--- config.mk ---
export PLATFORM = sky130hd
export DESIGN_NAME = eaml_core
export DESIGN_NICKNAME = d
export VERILOG_FILES = /design/src/common/eaml_pkg.sv /design/src/eaml_core.sv
export SDC_FILE = /design/constraint.sdc
export NUM_CORES = 1
export LEC_CHECK = 0
export BUFFER_PORTS_ARGS = -buffer_cell sky130_fd_sc_hd__buf_2
export CORE_ASPECT_RATIO = 0.75
export CORE_MARGIN = 5
export CORE_UTILIZATION = 47
export DETAILED_ROUTE_END_ITERATION = 7
export PLACE_DENSITY_LB_ADDON = 0.12
export SYNTH_ARGS = -nofsm -noshare
export SYNTH_HDL_FRONTEND = slang
export SYNTH_SLANG_ARGS = --single-unit
--- constraint.sdc ---
create_clock -name pclk -period 6.6 [get_ports pclk]
set_clock_uncertainty 0.2 [all_clocks]
set_input_delay 0.33 -clock pclk [delete_from_list [all_inputs] [get_ports pclk]]
set_output_delay 0.33 -clock pclk [all_outputs]
set_load 0.005 [all_outputs]
--- src/common/eaml_pkg.sv ---
/*
 eaml_pkg: constants for the effective address mode logic.
 assumes a 32-bit apb register bus and big-endian bit 1 = msb.
*/
package eaml_pkg;
    // addressing modes (virtual, general register, relative, sectored)
    typedef enum logic [1:0] {
        EAML_MODE_V = 2'b00,
        EAML_MODE_I = 2'b01,
        EAML_MODE_R = 2'b10,
        EAML_MODE_S = 2'b11
    } eaml_mode_e;
    // where ring, byte flag and segment come from
    typedef enum logic [1:0] {
        EAML_SRC_BASE = 2'b00,
        EAML_SRC_IP   = 2'b01,
        EAML_SRC_GRR  = 2'b10,
        EAML_SRC_RSV  = 2'b11
    } eaml_src_e;
    // register byte offsets
    localparam logic [7:0] EAML_OFS_MODE  = 8'h00;
    localparam logic [7:0] EAML_OFS_INSTR = 8'h04;
    localparam logic [7:0] EAML_OFS_PC    = 8'h08;
    localparam logic [7:0] EAML_OFS_SB    = 8'h0C;
    localparam logic [7:0] EAML_OFS_LB    = 8'h10;
    localparam logic [7:0] EAML_OFS_XB    = 8'h14;
    localparam logic [7:0] EAML_OFS_IP    = 8'h18;
    localparam logic [7:0] EAML_OFS_HWORD = 8'h1C;
    localparam logic [7:0] EAML_OFS_GR0   = 8'h20;
    localparam logic [7:0] EAML_OFS_GR7   = 8'h3C;
    localparam logic [7:0] EAML_OFS_EA    = 8'h40;
    localparam logic [7:0] EAML_OFS_STAT  = 8'h44;
    localparam logic [7:0] EAML_OFS_CHAR  = 8'h48;
    // general register file
    localparam int         EAML_NUM_GR    = 8;
    localparam logic [2:0] EAML_GR_NOIDX  = 3'h0;
    // pointer layout, bit n of the manual is index 32-n
    localparam int EAML_PTR_FAULT = 31;
    localparam int EAML_PTR_RING_HI = 30;
    localparam int EAML_PTR_RING_LO = 29;
    localparam int EAML_PTR_BLANE = 28;
    localparam int EAML_PTR_SEG_HI = 27;
    localparam int EAML_PTR_SEG_LO = 16;
    localparam int EAML_PTR_OFS_HI = 15;
    // instruction register fields
    localparam int EAML_IN_BR_LO  = 16;
    localparam int EAML_IN_SR_LO  = 18;
    localparam int EAML_IN_SFLAG  = 21;
    // sector geometry and relative window
    localparam logic [15:0] EAML_SECTOR_MASK = 16'h01FF;
    localparam logic signed [15:0] EAML_REL_MIN = -16'sh00F0;
    localparam logic signed [15:0] EAML_REL_MAX = 16'sh00FF;
    localparam logic signed [15:0] EAML_SPC_HI  = -16'sh00F1;
    localparam logic signed [15:0] EAML_SPC_LO  = -16'sh0100;
    // reset values
    localparam logic [31:0] EAML_RST_WORD = 32'h0000_0000;
endpackage : eaml_pkg

--- src/eaml_core.sv ---
/*
 eaml_core: effective address formation for the general register,
 relative and sectored addressing modes, with character pointer
 byte selection, behind an apb register slave.
 assumes a zero-wait apb master on pclk and that the decoder loads
 the instruction, program counter, bases and general registers.
*/
`timescale 1ns/10ps
`default_nettype none
module eaml_core (
    input  wire logic        pclk,
    input  wire logic        presetn,
    input  wire logic        psel,
    input  wire logic        penable,
    input  wire logic        pwrite,
    input  wire logic [7:0]  paddr,
    input  wire logic [31:0] pwdata,
    output logic [31:0]      prdata,
    output logic             pready,
    output logic             pslverr,
    output logic [31:0]      ea_ptr,
    output logic             ea_special,
    output logic             ea_is_reg,
    output logic [7:0]       ea_char
);
    // software-written state
    logic [31:0] mode_reg;                    // mode, long form, source
    logic [31:0] mode_next;
    logic [31:0] instr_reg;                   // disp, base sel, source reg
    logic [31:0] instr_next;
    logic [31:0] pc_reg;                      // program counter pointer
    logic [31:0] pc_next;
    logic [31:0] sb_reg;                      // stack base
    logic [31:0] sb_next;
    logic [31:0] lb_reg;                      // link base
    logic [31:0] lb_next;
    logic [31:0] xb_reg;                      // auxiliary base
    logic [31:0] xb_next;
    logic [31:0] ip_reg;                      // indirect pointer
    logic [31:0] ip_next;
    logic [15:0] hword_reg;                   // fetched halfword
    logic [15:0] hword_next;
    localparam int EAML_GR_CNT = eaml_pkg::EAML_NUM_GR;
    logic [31:0] gr_reg [EAML_GR_CNT];        // general registers
    logic [31:0] gr_next [EAML_GR_CNT];
    // result state
    logic [31:0] ea_reg;                      // formed pointer
    logic [31:0] ea_next;
    logic [5:0]  stat_reg;                    // result flags
    logic [5:0]  stat_next;
    logic [7:0]  char_reg;                    // selected character
    logic [7:0]  char_next;
    logic [31:0] rdata_reg;                   // read data for the bus
    logic [31:0] rdata_next;

    // decoded control fields
    eaml_pkg::eaml_mode_e mode;
    eaml_pkg::eaml_src_e  src;
    logic        long_form;
    logic [15:0] disp;
    logic [1:0]  br_sel;
    logic [2:0]  sr_sel;
    logic        sflag;
    logic [31:0] sr_word;                     // selected source register
    logic [15:0] idx;                         // index contribution
    logic [31:0] base_word;                   // chosen base register
    logic        grr_err;                     // grr asked in v mode, or reserved source in v or long i mode
    logic        rng_err;                     // relative outside window
    logic        special;                     // special addressing band
    logic        is_reg;                      // register file reference
    logic signed [15:0] rel;                  // signed displacement
    logic        wr_en;                       // bus write strobe
    logic        addr_ok;                     // address is mapped
    logic [5:0]  widx;                        // word index of paddr

    assign mode      = eaml_pkg::eaml_mode_e'(mode_reg[1:0]);
    assign long_form = mode_reg[2];
    assign src       = eaml_pkg::eaml_src_e'(mode_reg[4:3]);
    assign disp      = instr_reg[eaml_pkg::EAML_PTR_OFS_HI:0];
    assign br_sel    = instr_reg[eaml_pkg::EAML_IN_BR_LO +: 2];
    assign sr_sel    = instr_reg[eaml_pkg::EAML_IN_SR_LO +: 3];
    assign sflag     = instr_reg[eaml_pkg::EAML_IN_SFLAG];
    assign rel       = $signed(disp);
    assign sr_word   = gr_reg[sr_sel];
    assign widx      = paddr[7:2];

    // every transfer completes in its first access cycle
    assign pready  = 1'b1;
    assign wr_en   = psel & penable & pwrite;
    // unmapped or misaligned addresses answer with an error
    assign addr_ok = (paddr[1:0] == 2'b00) && (paddr <= eaml_pkg::EAML_OFS_CHAR);
    assign pslverr = psel & penable & ~addr_ok;
    assign prdata  = rdata_reg;

    // results are held in flops so the memory path sees stable data
    assign ea_ptr     = ea_reg;
    assign ea_special = stat_reg[0];
    assign ea_is_reg  = stat_reg[2];
    assign ea_char    = char_reg;

    // register file next values from bus writes
    always_comb begin
        mode_next  = mode_reg;
        instr_next = instr_reg;
        pc_next    = pc_reg;
        sb_next    = sb_reg;
        lb_next    = lb_reg;
        xb_next    = xb_reg;
        ip_next    = ip_reg;
        hword_next = hword_reg;
        for (int i = 0; i < EAML_GR_CNT; i++) begin
            gr_next[i] = gr_reg[i];
        end
        if (wr_en && addr_ok) begin
            unique case (paddr)
                eaml_pkg::EAML_OFS_MODE:  mode_next  = pwdata;
                eaml_pkg::EAML_OFS_INSTR: instr_next = pwdata;
                eaml_pkg::EAML_OFS_PC:    pc_next    = pwdata;
                eaml_pkg::EAML_OFS_SB:    sb_next    = pwdata;
                eaml_pkg::EAML_OFS_LB:    lb_next    = pwdata;
                eaml_pkg::EAML_OFS_XB:    xb_next    = pwdata;
                eaml_pkg::EAML_OFS_IP:    ip_next    = pwdata;
                eaml_pkg::EAML_OFS_HWORD: hword_next = pwdata[15:0];
                default: begin
                    // general registers sit in a contiguous block
                    if (paddr >= eaml_pkg::EAML_OFS_GR0 &&
                        paddr <= eaml_pkg::EAML_OFS_GR7) begin
                        gr_next[widx[2:0]] = pwdata;
                    end
                    // result registers are read only, writes ignored
                end
            endcase
        end
    end

    always_comb begin
        unique case (br_sel)
            2'b00: begin
                // procedure base: pc segment, offset zero
                base_word = {pc_reg[31:16], 16'h0000};
            end
            2'b01: base_word = sb_reg;
            2'b10: base_word = lb_reg;
            2'b11: base_word = xb_reg;
        endcase
    end

    // index register from the source register field
    always_comb begin
        idx = 16'h0000;
        if (mode == eaml_pkg::EAML_MODE_I && long_form) begin
            if (sr_sel != eaml_pkg::EAML_GR_NOIDX) begin
                // the offset part is the low half
                idx = sr_word[eaml_pkg::EAML_PTR_OFS_HI:0];
            end
        end
    end

    // effective address formation, all modes
    always_comb begin
        ea_next = eaml_pkg::EAML_RST_WORD;
        grr_err = 1'b0;
        rng_err = 1'b0;
        special = 1'b0;
        is_reg  = 1'b0;
        unique case (mode)
            eaml_pkg::EAML_MODE_V,
            eaml_pkg::EAML_MODE_I: begin
                if (mode == eaml_pkg::EAML_MODE_I && !long_form) begin
                    // short form names one of eight registers
                    is_reg  = 1'b1;
                    ea_next = {29'h0000_0000, sr_sel};
                end else if (src == eaml_pkg::EAML_SRC_GRR &&
                             mode == eaml_pkg::EAML_MODE_I) begin
                    // segment from bits 5-16, offset disp plus low half
                    // ring, byte flag and segment from the register
                    ea_next[31:16] = sr_word[31:16];
                    // offset wraps inside the 128 kbyte segment
                    ea_next[15:0]  = sr_word[15:0] + disp;
                end else if (src == eaml_pkg::EAML_SRC_IP) begin
                    // indirect pointer supplies ring, flag, segment
                    ea_next[31:16] = ip_reg[31:16];
                    ea_next[15:0]  = ip_reg[15:0] + idx;
                end else begin
                    // long form: base plus displacement plus index
                    // grr outside general-register mode falls back
                    grr_err = (src == eaml_pkg::EAML_SRC_GRR) ||
                              (src == eaml_pkg::EAML_SRC_RSV);
                    ea_next[31:16] = base_word[31:16];
                    // base source forces the byte flag to zero
                    ea_next[eaml_pkg::EAML_PTR_BLANE] = 1'b0;
                    ea_next[15:0] = base_word[15:0] + disp + idx;
                end
            end
            eaml_pkg::EAML_MODE_R: begin
                ea_next[31:16] = pc_reg[31:16];
                if (!sflag) begin
                    // clear flag confines to sector zero
                    ea_next[15:0] = disp & eaml_pkg::EAML_SECTOR_MASK;
                end else if (rel >= eaml_pkg::EAML_REL_MIN &&
                             rel <= eaml_pkg::EAML_REL_MAX) begin
                    ea_next[15:0] = pc_reg[15:0] + disp;
                end else if (rel <= eaml_pkg::EAML_SPC_HI &&
                             rel >= eaml_pkg::EAML_SPC_LO) begin
                    special       = 1'b1;
                    ea_next[15:0] = disp;
                end else begin
                    // outside both bands: flagged, address still formed
                    rng_err       = 1'b1;
                    ea_next[15:0] = pc_reg[15:0] + disp;
                end
            end
            eaml_pkg::EAML_MODE_S: begin
                ea_next[31:16] = pc_reg[31:16];
                if (!sflag) begin
                    ea_next[15:0] = disp & eaml_pkg::EAML_SECTOR_MASK;
                end else begin
                    // sector base is n times 512
                    ea_next[15:0] = (pc_reg[15:0] & ~eaml_pkg::EAML_SECTOR_MASK) |
                                    (disp & eaml_pkg::EAML_SECTOR_MASK);
                end
            end
        endcase
    end

    // status and character selection from the formed pointer
    always_comb begin
        stat_next    = 6'h00;
        stat_next[0] = special;
        // null character pointer test on bits 4 to 32
        stat_next[1] = (ea_next[eaml_pkg::EAML_PTR_BLANE:0] == 29'h0000_0000);
        stat_next[2] = is_reg;
        stat_next[3] = grr_err;
        // bit 4 of the pointer is the byte flag
        stat_next[4] = ea_next[eaml_pkg::EAML_PTR_BLANE];
        stat_next[5] = rng_err;
        // flag 0 picks bits 1-8, flag 1 bits 9-16
        if (ea_next[eaml_pkg::EAML_PTR_BLANE]) begin
            char_next = hword_reg[7:0];
        end else begin
            char_next = hword_reg[15:8];
        end
    end

    // read data is captured in the setup cycle, so it is flop driven
    always_comb begin
        rdata_next = rdata_reg;
        if (psel && !penable) begin
            rdata_next = 32'h0000_0000;
            unique case (paddr)
                eaml_pkg::EAML_OFS_MODE:  rdata_next = {27'h000_0000, mode_reg[4:0]};
                eaml_pkg::EAML_OFS_INSTR: rdata_next = {10'h000, instr_reg[21:0]};
                eaml_pkg::EAML_OFS_PC:    rdata_next = pc_reg;
                eaml_pkg::EAML_OFS_SB:    rdata_next = sb_reg;
                eaml_pkg::EAML_OFS_LB:    rdata_next = lb_reg;
                eaml_pkg::EAML_OFS_XB:    rdata_next = xb_reg;
                eaml_pkg::EAML_OFS_IP:    rdata_next = ip_reg;
                eaml_pkg::EAML_OFS_HWORD: rdata_next = {16'h0000, hword_reg};
                eaml_pkg::EAML_OFS_EA:    rdata_next = ea_reg;
                eaml_pkg::EAML_OFS_STAT:  rdata_next = {26'h000_0000, stat_reg};
                eaml_pkg::EAML_OFS_CHAR:  rdata_next = {24'h00_0000, char_reg};
                default: begin
                    if (paddr >= eaml_pkg::EAML_OFS_GR0 &&
                        paddr <= eaml_pkg::EAML_OFS_GR7 && addr_ok) begin
                        rdata_next = gr_reg[widx[2:0]];
                    end
                end
            endcase
        end
    end

    // all state registers; reset loads constants only
    always_ff @(posedge pclk or negedge presetn) begin
        if (!presetn) begin
            mode_reg  <= eaml_pkg::EAML_RST_WORD;
            instr_reg <= eaml_pkg::EAML_RST_WORD;
            pc_reg    <= eaml_pkg::EAML_RST_WORD;
            sb_reg    <= eaml_pkg::EAML_RST_WORD;
            lb_reg    <= eaml_pkg::EAML_RST_WORD;
            xb_reg    <= eaml_pkg::EAML_RST_WORD;
            ip_reg    <= eaml_pkg::EAML_RST_WORD;
            hword_reg <= 16'h0000;
            for (int i = 0; i < EAML_GR_CNT; i++) begin
                gr_reg[i] <= eaml_pkg::EAML_RST_WORD;
            end
            ea_reg    <= eaml_pkg::EAML_RST_WORD;
            stat_reg  <= 6'h00;
            char_reg  <= 8'h00;
            rdata_reg <= eaml_pkg::EAML_RST_WORD;
        end else begin
            mode_reg  <= mode_next;
            instr_reg <= instr_next;
            pc_reg    <= pc_next;
            sb_reg    <= sb_next;
            lb_reg    <= lb_next;
            xb_reg    <= xb_next;
            ip_reg    <= ip_next;
            hword_reg <= hword_next;
            for (int i = 0; i < EAML_GR_CNT; i++) begin
                gr_reg[i] <= gr_next[i];
            end
            ea_reg    <= ea_next;
            stat_reg  <= stat_next;
            char_reg  <= char_next;
            rdata_reg <= rdata_next;
        end
    end
endmodule : eaml_core
`default_nettype wire

# Word level (Yosys, flattened, before mapping)
# Cells that the tools add are included.
dict set report totals {
  register_bits 537
  out_inout_bits 76
  word_cells 130
}
dict set report classes {
  add_sub_neg 5
  magnitude_cmp 10
  eq_ne 19
  n_mux 37
  n_bitwise 8
  reduce_logical 31
}
# cell n
set ops {}
lappend ops {{$pmux W32 S11} 1}
lappend ops {{$mux W32} 9}
lappend ops {{$bwmux W256} 1}
lappend ops {{$bmux W32 S3} 2}
lappend ops {{$pmux W32 S4} 1}
lappend ops {{$demux W32 S3} 1}
lappend ops {{$mux W16} 6}
lappend ops {{$pmux W32 S3} 1}
lappend ops {{$add A16 B16 Y16} 5}
lappend ops {{$eq A8 B5 Y1 const B} 4}
lappend ops {{$ge A16 B9 Y1 const B} 2}
lappend ops {{$le A16 B9 Y1 const B} 2}
lappend ops {{$logic_not A29 Y1} 1}
lappend ops {{$eq A8 B7 Y1 const B} 3}
lappend ops {{$eq A8 B4 Y1 const B} 2}
lappend ops {{$or A16 B9 Y16} 1}
lappend ops {{$reduce_and A2 Y1} 8}
lappend ops {{$mux W1} 14}
lappend ops {{$eq A2 B2 Y1 const B} 6}
lappend ops {{$logic_and A1 B1 Y1} 11}
lappend ops {{$eq A8 B3 Y1 const B} 1}
lappend ops {{$ge A4 B4 Y1 const B} 2}
lappend ops {{$ge A8 B6 Y1 const B} 1}
lappend ops {{$le A8 B6 Y1 const B} 1}
lappend ops {{other kinds (15)} 24}

# Longest topological paths before layout
dict set report logic_depth {
  depth_word 12
  ltp_mapped 23
  mapped_depth_nobuf 19
}

# Least setup slack after synthesis
# No wires, ideal clock.
dict set report synth_path {
  path_kind {register to register}
  startpoint {register instr_reg[18]}
  endpoint {register stat_reg[1]}
  setup_time_ns 0.096
  arrival_ns 6.696
  required_time_ns 6.304
  path_slack_ns -0.392
  stages_incl_launch_ff 24
  path_buffers 6
  period_less_slack_ns 6.992
  path_cell_list {dfrtp_1 buf_6 buf_12 buf_4 buf_2 clkbuf_1 buf_1 mux4_2 mux2_2 and2_1 fa_1 ha_1 fa_1 a21o_1 and4_1 nor4_1 o31ai_1 a31o_2 xnor2_1 a211oi_1 a221o_1 or3_1 or4_1 nor4_2}
}
dict set report synth_via {
  elab_chain_cells 12
  word_cells_on_any_way 15
  cone_classes {add/sub: 3; mux: 9; bitwise: 1; reduce/logical: 2}
}
# element line
set synth_rtl {}
lappend synth_rtl {{start, declared} eaml_core.sv:29} ;# logic [31:0] instr_reg;
lappend synth_rtl {{start signal, assigned} eaml_core.sv:276} ;# instr_reg <= eaml_pkg::EAML_RST_WORD;
lappend synth_rtl {{start signal, assigned} eaml_core.sv:292} ;# instr_reg <= instr_next;
lappend synth_rtl {{$not A3 Y4 (implied by the code)} eaml_core.sv:84} ;# assign sr_word = gr_reg[sr_sel];
lappend synth_rtl {{$bmux W32 S3} eaml_core.sv:84}
lappend synth_rtl {{$mux W32 (implied by the code) (2 in series)} eaml_core.sv:84}
lappend synth_rtl {{$mux W16} eaml_core.sv:152} ;# if (sr_sel != eaml_pkg::EAML_GR_NOIDX) begin
lappend synth_rtl {{$mux W16} eaml_core.sv:151} ;# if (mode == eaml_pkg::EAML_MODE_I && long_form) begin
lappend synth_rtl {{$add A16 B16 Y16, on equally long branches} {eaml_core.sv:192, eaml_core.sv:183}}
lappend synth_rtl {{$mux W32} eaml_core.sv:180} ;# end else if (src == eaml_pkg::EAML_SRC_IP) begin
lappend synth_rtl {{$mux W32 *} eaml_core.sv:173} ;# end else if (src == eaml_pkg::EAML_SRC_GRR &&
lappend synth_rtl {{$mux W32 *} eaml_core.sv:169} ;# if (mode == eaml_pkg::EAML_MODE_I && !long_form) begin
lappend synth_rtl {{$pmux W32 S3 *} eaml_core.sv:166} ;# unique case (mode)
lappend synth_rtl {{via ea_next[13]} eaml_core.sv:48} ;# logic [31:0] ea_next;
lappend synth_rtl {{$logic_not A29 Y1 *} eaml_core.sv:231} ;# stat_next[1] = (ea_next[eaml_pkg::EAML_PTR_BLANE:0] == 29'h0000_0000);
lappend synth_rtl {{via stat_next[1]} eaml_core.sv:50} ;# logic [5:0] stat_next;
lappend synth_rtl {{end signal, assigned} eaml_core.sv:303} ;# stat_reg <= stat_next;
lappend synth_rtl {{end, declared} eaml_core.sv:49} ;# logic [5:0] stat_reg;
# The timed path passes the listed nets; every way through them passes the cells marked *. The select of a mux whose other input is x is not followed.
# A chain may end at the register's enable or synchronous reset.

# Worst setup path in the final report
# Same ends and word-level chain as after synthesis.

==> out/results.txt <==
The clock slew seen by the registers of the worst setup and hold paths was 70 ps; the cell area after technology mapping was 29900 um2. The setup path with the least slack is of type flop to flop. The largest net degree at the start of global routing came out at 132.

The logs give 0 for the warning count from the yosys run and 391 ps for the least setup slack across all paths after layout. The area added between synthesis and finish works out to 12.5%. The floorplan core area is 63300 um2. The synthesized net count was 2441.

The tools report the number of max-slew violations in the final report as 0. From left edge to right edge, the die measures 301 um. Summed over its instances, the top area cell type makes up 44.9% of the synthesized netlist area. Cells fill 53.1% of the core in the end.

The max-cap check violation count is 0, and the count of hold-fix buffers inserted at cts is 18. The transition time at the pin with the least slew margin was 1100 ps. The run finished with clean final reports.

The logs give 0 for the post-detailed-route count of antenna-violating nets and 6540 ps for the arrival time at the worst endpoint. For the worst setup path, the data required time is 6930 ps. The fraction of final layout cells sized beyond drive strength 1 is 38.6%. STA classifies the critical path endpoint as a flop. For this block, the initial DRC count from the detailed router was 2229. Sequential cells were found to cover 44.9% of the synthesized design area. The clock reaches the later pin of the worst-skew pair after 630 ps. The number of enable flip-flop cells after synthesis is 0, and the count of nets after finishing is 2515. For the post-DP HPWL, the log shows 71.5 mm. The cell accounting for the most synthesized area is dfrtp_1. The part of the cycle the worst path needs was 94.1%. The number of antenna violations at the first check in global routing is 6, and the I/O pin total is 121. The run gives 0.200 mV as the worst vdd rail ir drop. The number of global-route vias before repair was 22200; the power per standard cell area was 210 nW/um2.

The number of synthesized register bits came out at 536. The startpoint type of the worst setup path was a flop. The async set-reset flop share out of synthesis was 100%; the maximum fanout along the worst path was 19.

Once the clock tree was built, the resizer swapped 0 gates to a different size. Headroom to the max-slew limit: 26.3%. Clock tree synthesis selected as its root buffer the cell clkbuf_16.

Setup slack at placement: 440 ps. The longest clock path from root to sink contains 3 buffers. The synthesized instance count was 2320. Setup repair after global routing left no endpoint under its margin. For this configuration, the core starts out at a cell density of 47.2%. For this run, design rule violations remaining after detail routing come to 0. Floorplan row count: 80. The die boundary height is 228 um, and the aggregate routed wire length is 105 mm. The analysis attributes to cell leakage a power of 15.8 nW. The mean routed wirelength per cell is 31.7 um, and the setup TNS is 0 ps.

For this run, the top clock speed supported by timing is 161 MHz. The run gives 536 as the number of sinks on the clock net. The per-instance average area after synthesis came out at 12.9 um2. TritonCTS built the clock tree. The detailed-router iteration count before antenna repair was 6; the number of library cell types mapped by synthesis was 76.

The die area was 68800 um2; the count of port buffers added during placement was 119. CTS built an H-tree with a depth of 2. For the hold violation total from the final report, the log shows 0. Routed via count: 21900. In the synthesized netlist the dominant register cell turns out to be dfrtp_1. Ranked by total cell area, the synthesized netlist is headed by dfrtp_1 45%, mux2_2 19%, mux4_2 10%. The global routing usage summed across all routing layers is 30.3%, and the post-layout minimum cycle time is 6210 ps.

The path class of the tightest hold or removal check is input port to flop. Dividing the detail-routed via count by the number of cells gives 6.65. At the end of routability-driven placement, the weighted congestion stood at 0.946. The first global-routing pass estimated 155 mm of wire. The number of buffers inserted to repair setup after CTS is 0.

After global routing the overflow that remains totals 0. The number of clock buffers added by TritonCTS is 55. The count of final setup violators was 0. The number of flip-flops in the largest register works out to 256.
==> metal layers <==
metal  global-route usage, %  vias up  share of wire [%]
met1                    46.4    11600                 45
met4                    7.24        0                2.6
met2                    42.6     1111                 42
li1                        -     9086                  -
met5                       0        -                  0
met3                    8.57      189                 11
==> stage by stage <==
step | cell area (um2) | power, W | hold WS, ps | std cells
detailed placement | 31500 | 0.00378 | 274 | 3180
CTS | 33600 | 0.00712 | 4.57 | 3299
global route | 33600 | 0.00729 | 42.3 | 3299
finish | 33600 | 0.00706 | 44.5 | 3301
floorplan | 29900 | 0.00357 | -166 | 2320
global placement | 31500 | 0.00377 | 271 | 3180
==> worst paths after layout <==
check | startpoint | to | slack (ps) | depth (start not counted)
hold / removal | pwdata[20] | instr_reg[20]$_DFFE_PN0P_ | 40 | 2
setup reg to reg | instr_reg[18]$_DFFE_PN0P_ | stat_reg[1]$_DFF_PN0_ | 390 | 19
max in group asynchronous | presetn | pc_reg[13]$_DFFE_PN0P_ | 4340 | 3
hold reg to reg | prdata[29]$_DFFE_PN0P_ | prdata[29]$_DFFE_PN0P_ | 280 | 1
min in group asynchronous | presetn | gr_reg[135]$_DFFE_PN0P_ | 160 | 2
setup / recovery | instr_reg[18]$_DFFE_PN0P_ | stat_reg[1]$_DFF_PN0_ | 390 | 19
==> critical path: stages, from the launching register on <==
cell and delay (ps):
dfrtp_4 650, mux4_1 600, mux2_2 370, inv_1 120, nor2_1 90, xnor2_1 150
ha_1 300, ha_1 240, fa_1 490, a21o_1 230, and4_1 230, nor4_1 380
o31ai_1 200, a31o_2 300, xnor2_1 140, a211oi_1 100, a221o_1 310, or3_1 360
or4_1 490, nor4_2 150
==> where the power goes <==
part / internal [W] / switching (W) / leakage (nW) / total, W
Clock: 0.00196 / 0.00137 / 0.942 / 0.00333
Sequential: 0.00333 / 0.0000350 / 7.40 / 0.00337
Combinational: 0.000123 / 0.000236 / 7.44 / 0.000359
Total: 0.00542 / 0.00164 / 15.8 / 0.00706
==> synthesized netlist by cell type, drive strengths merged, types with 19 or more instances <==
master,instances
a22oi,49
a21oi,70
o21a,32
ha,60
xor2,23
clkbuf,130
a221oi,39
mux4,143
o21ai,43
o2111ai,29
xnor2,32
nand3,19
buf,54
mux2i,49
a22o,52
nor2,71
dfrtp,536
nand2,127
mux2,493
a21o,23
==> area by class of cell <==
cell class / instances / area (um2)
sequential: 536 / 13400
timing repair buffer: 201 / 1300
antenna: 2 / 5.00
multi-input combinational: 1585 / 15800
fill: 5357 / 29700
clock buffer: 83 / 1650
clock inverter: 18 / 264
tap: 861 / 1080
inverter: 15 / 56.3
==> logic make-up after synthesis <==
kind of cell,synth area share [%]
xor gates and xnor gates,1.61
muxes,31.1
adders and majority gates,3.62
buffers and inverters,2.65
other,0.0125
AOI/OAI and AO/OA,10.9
and+or+nand+nor,5.25
DFF,44.9
==> cells in the final DEF, fill, tap and decap left out, drive strengths merged, types with 13 or more instances in the layout <==
cell type,instances
nor2,71
a22oi,49
a31oi,13
xor2,23
a221oi,39
dlygate4sd3,18
mux2,493
xnor2,32
ha,60
clkbuf,83
a22o,52
nand2,127
buf,183
nor3,17
o21ai,43
a21o,23
a211oi,15
fa,16
mux4,143
inv,16
and2,15
a21oi,70
dfrtp,536
o21a,32
mux2i,49
nand3,19
nand4,13
o2111ai,29
Power figures use the tool's default switching activity.
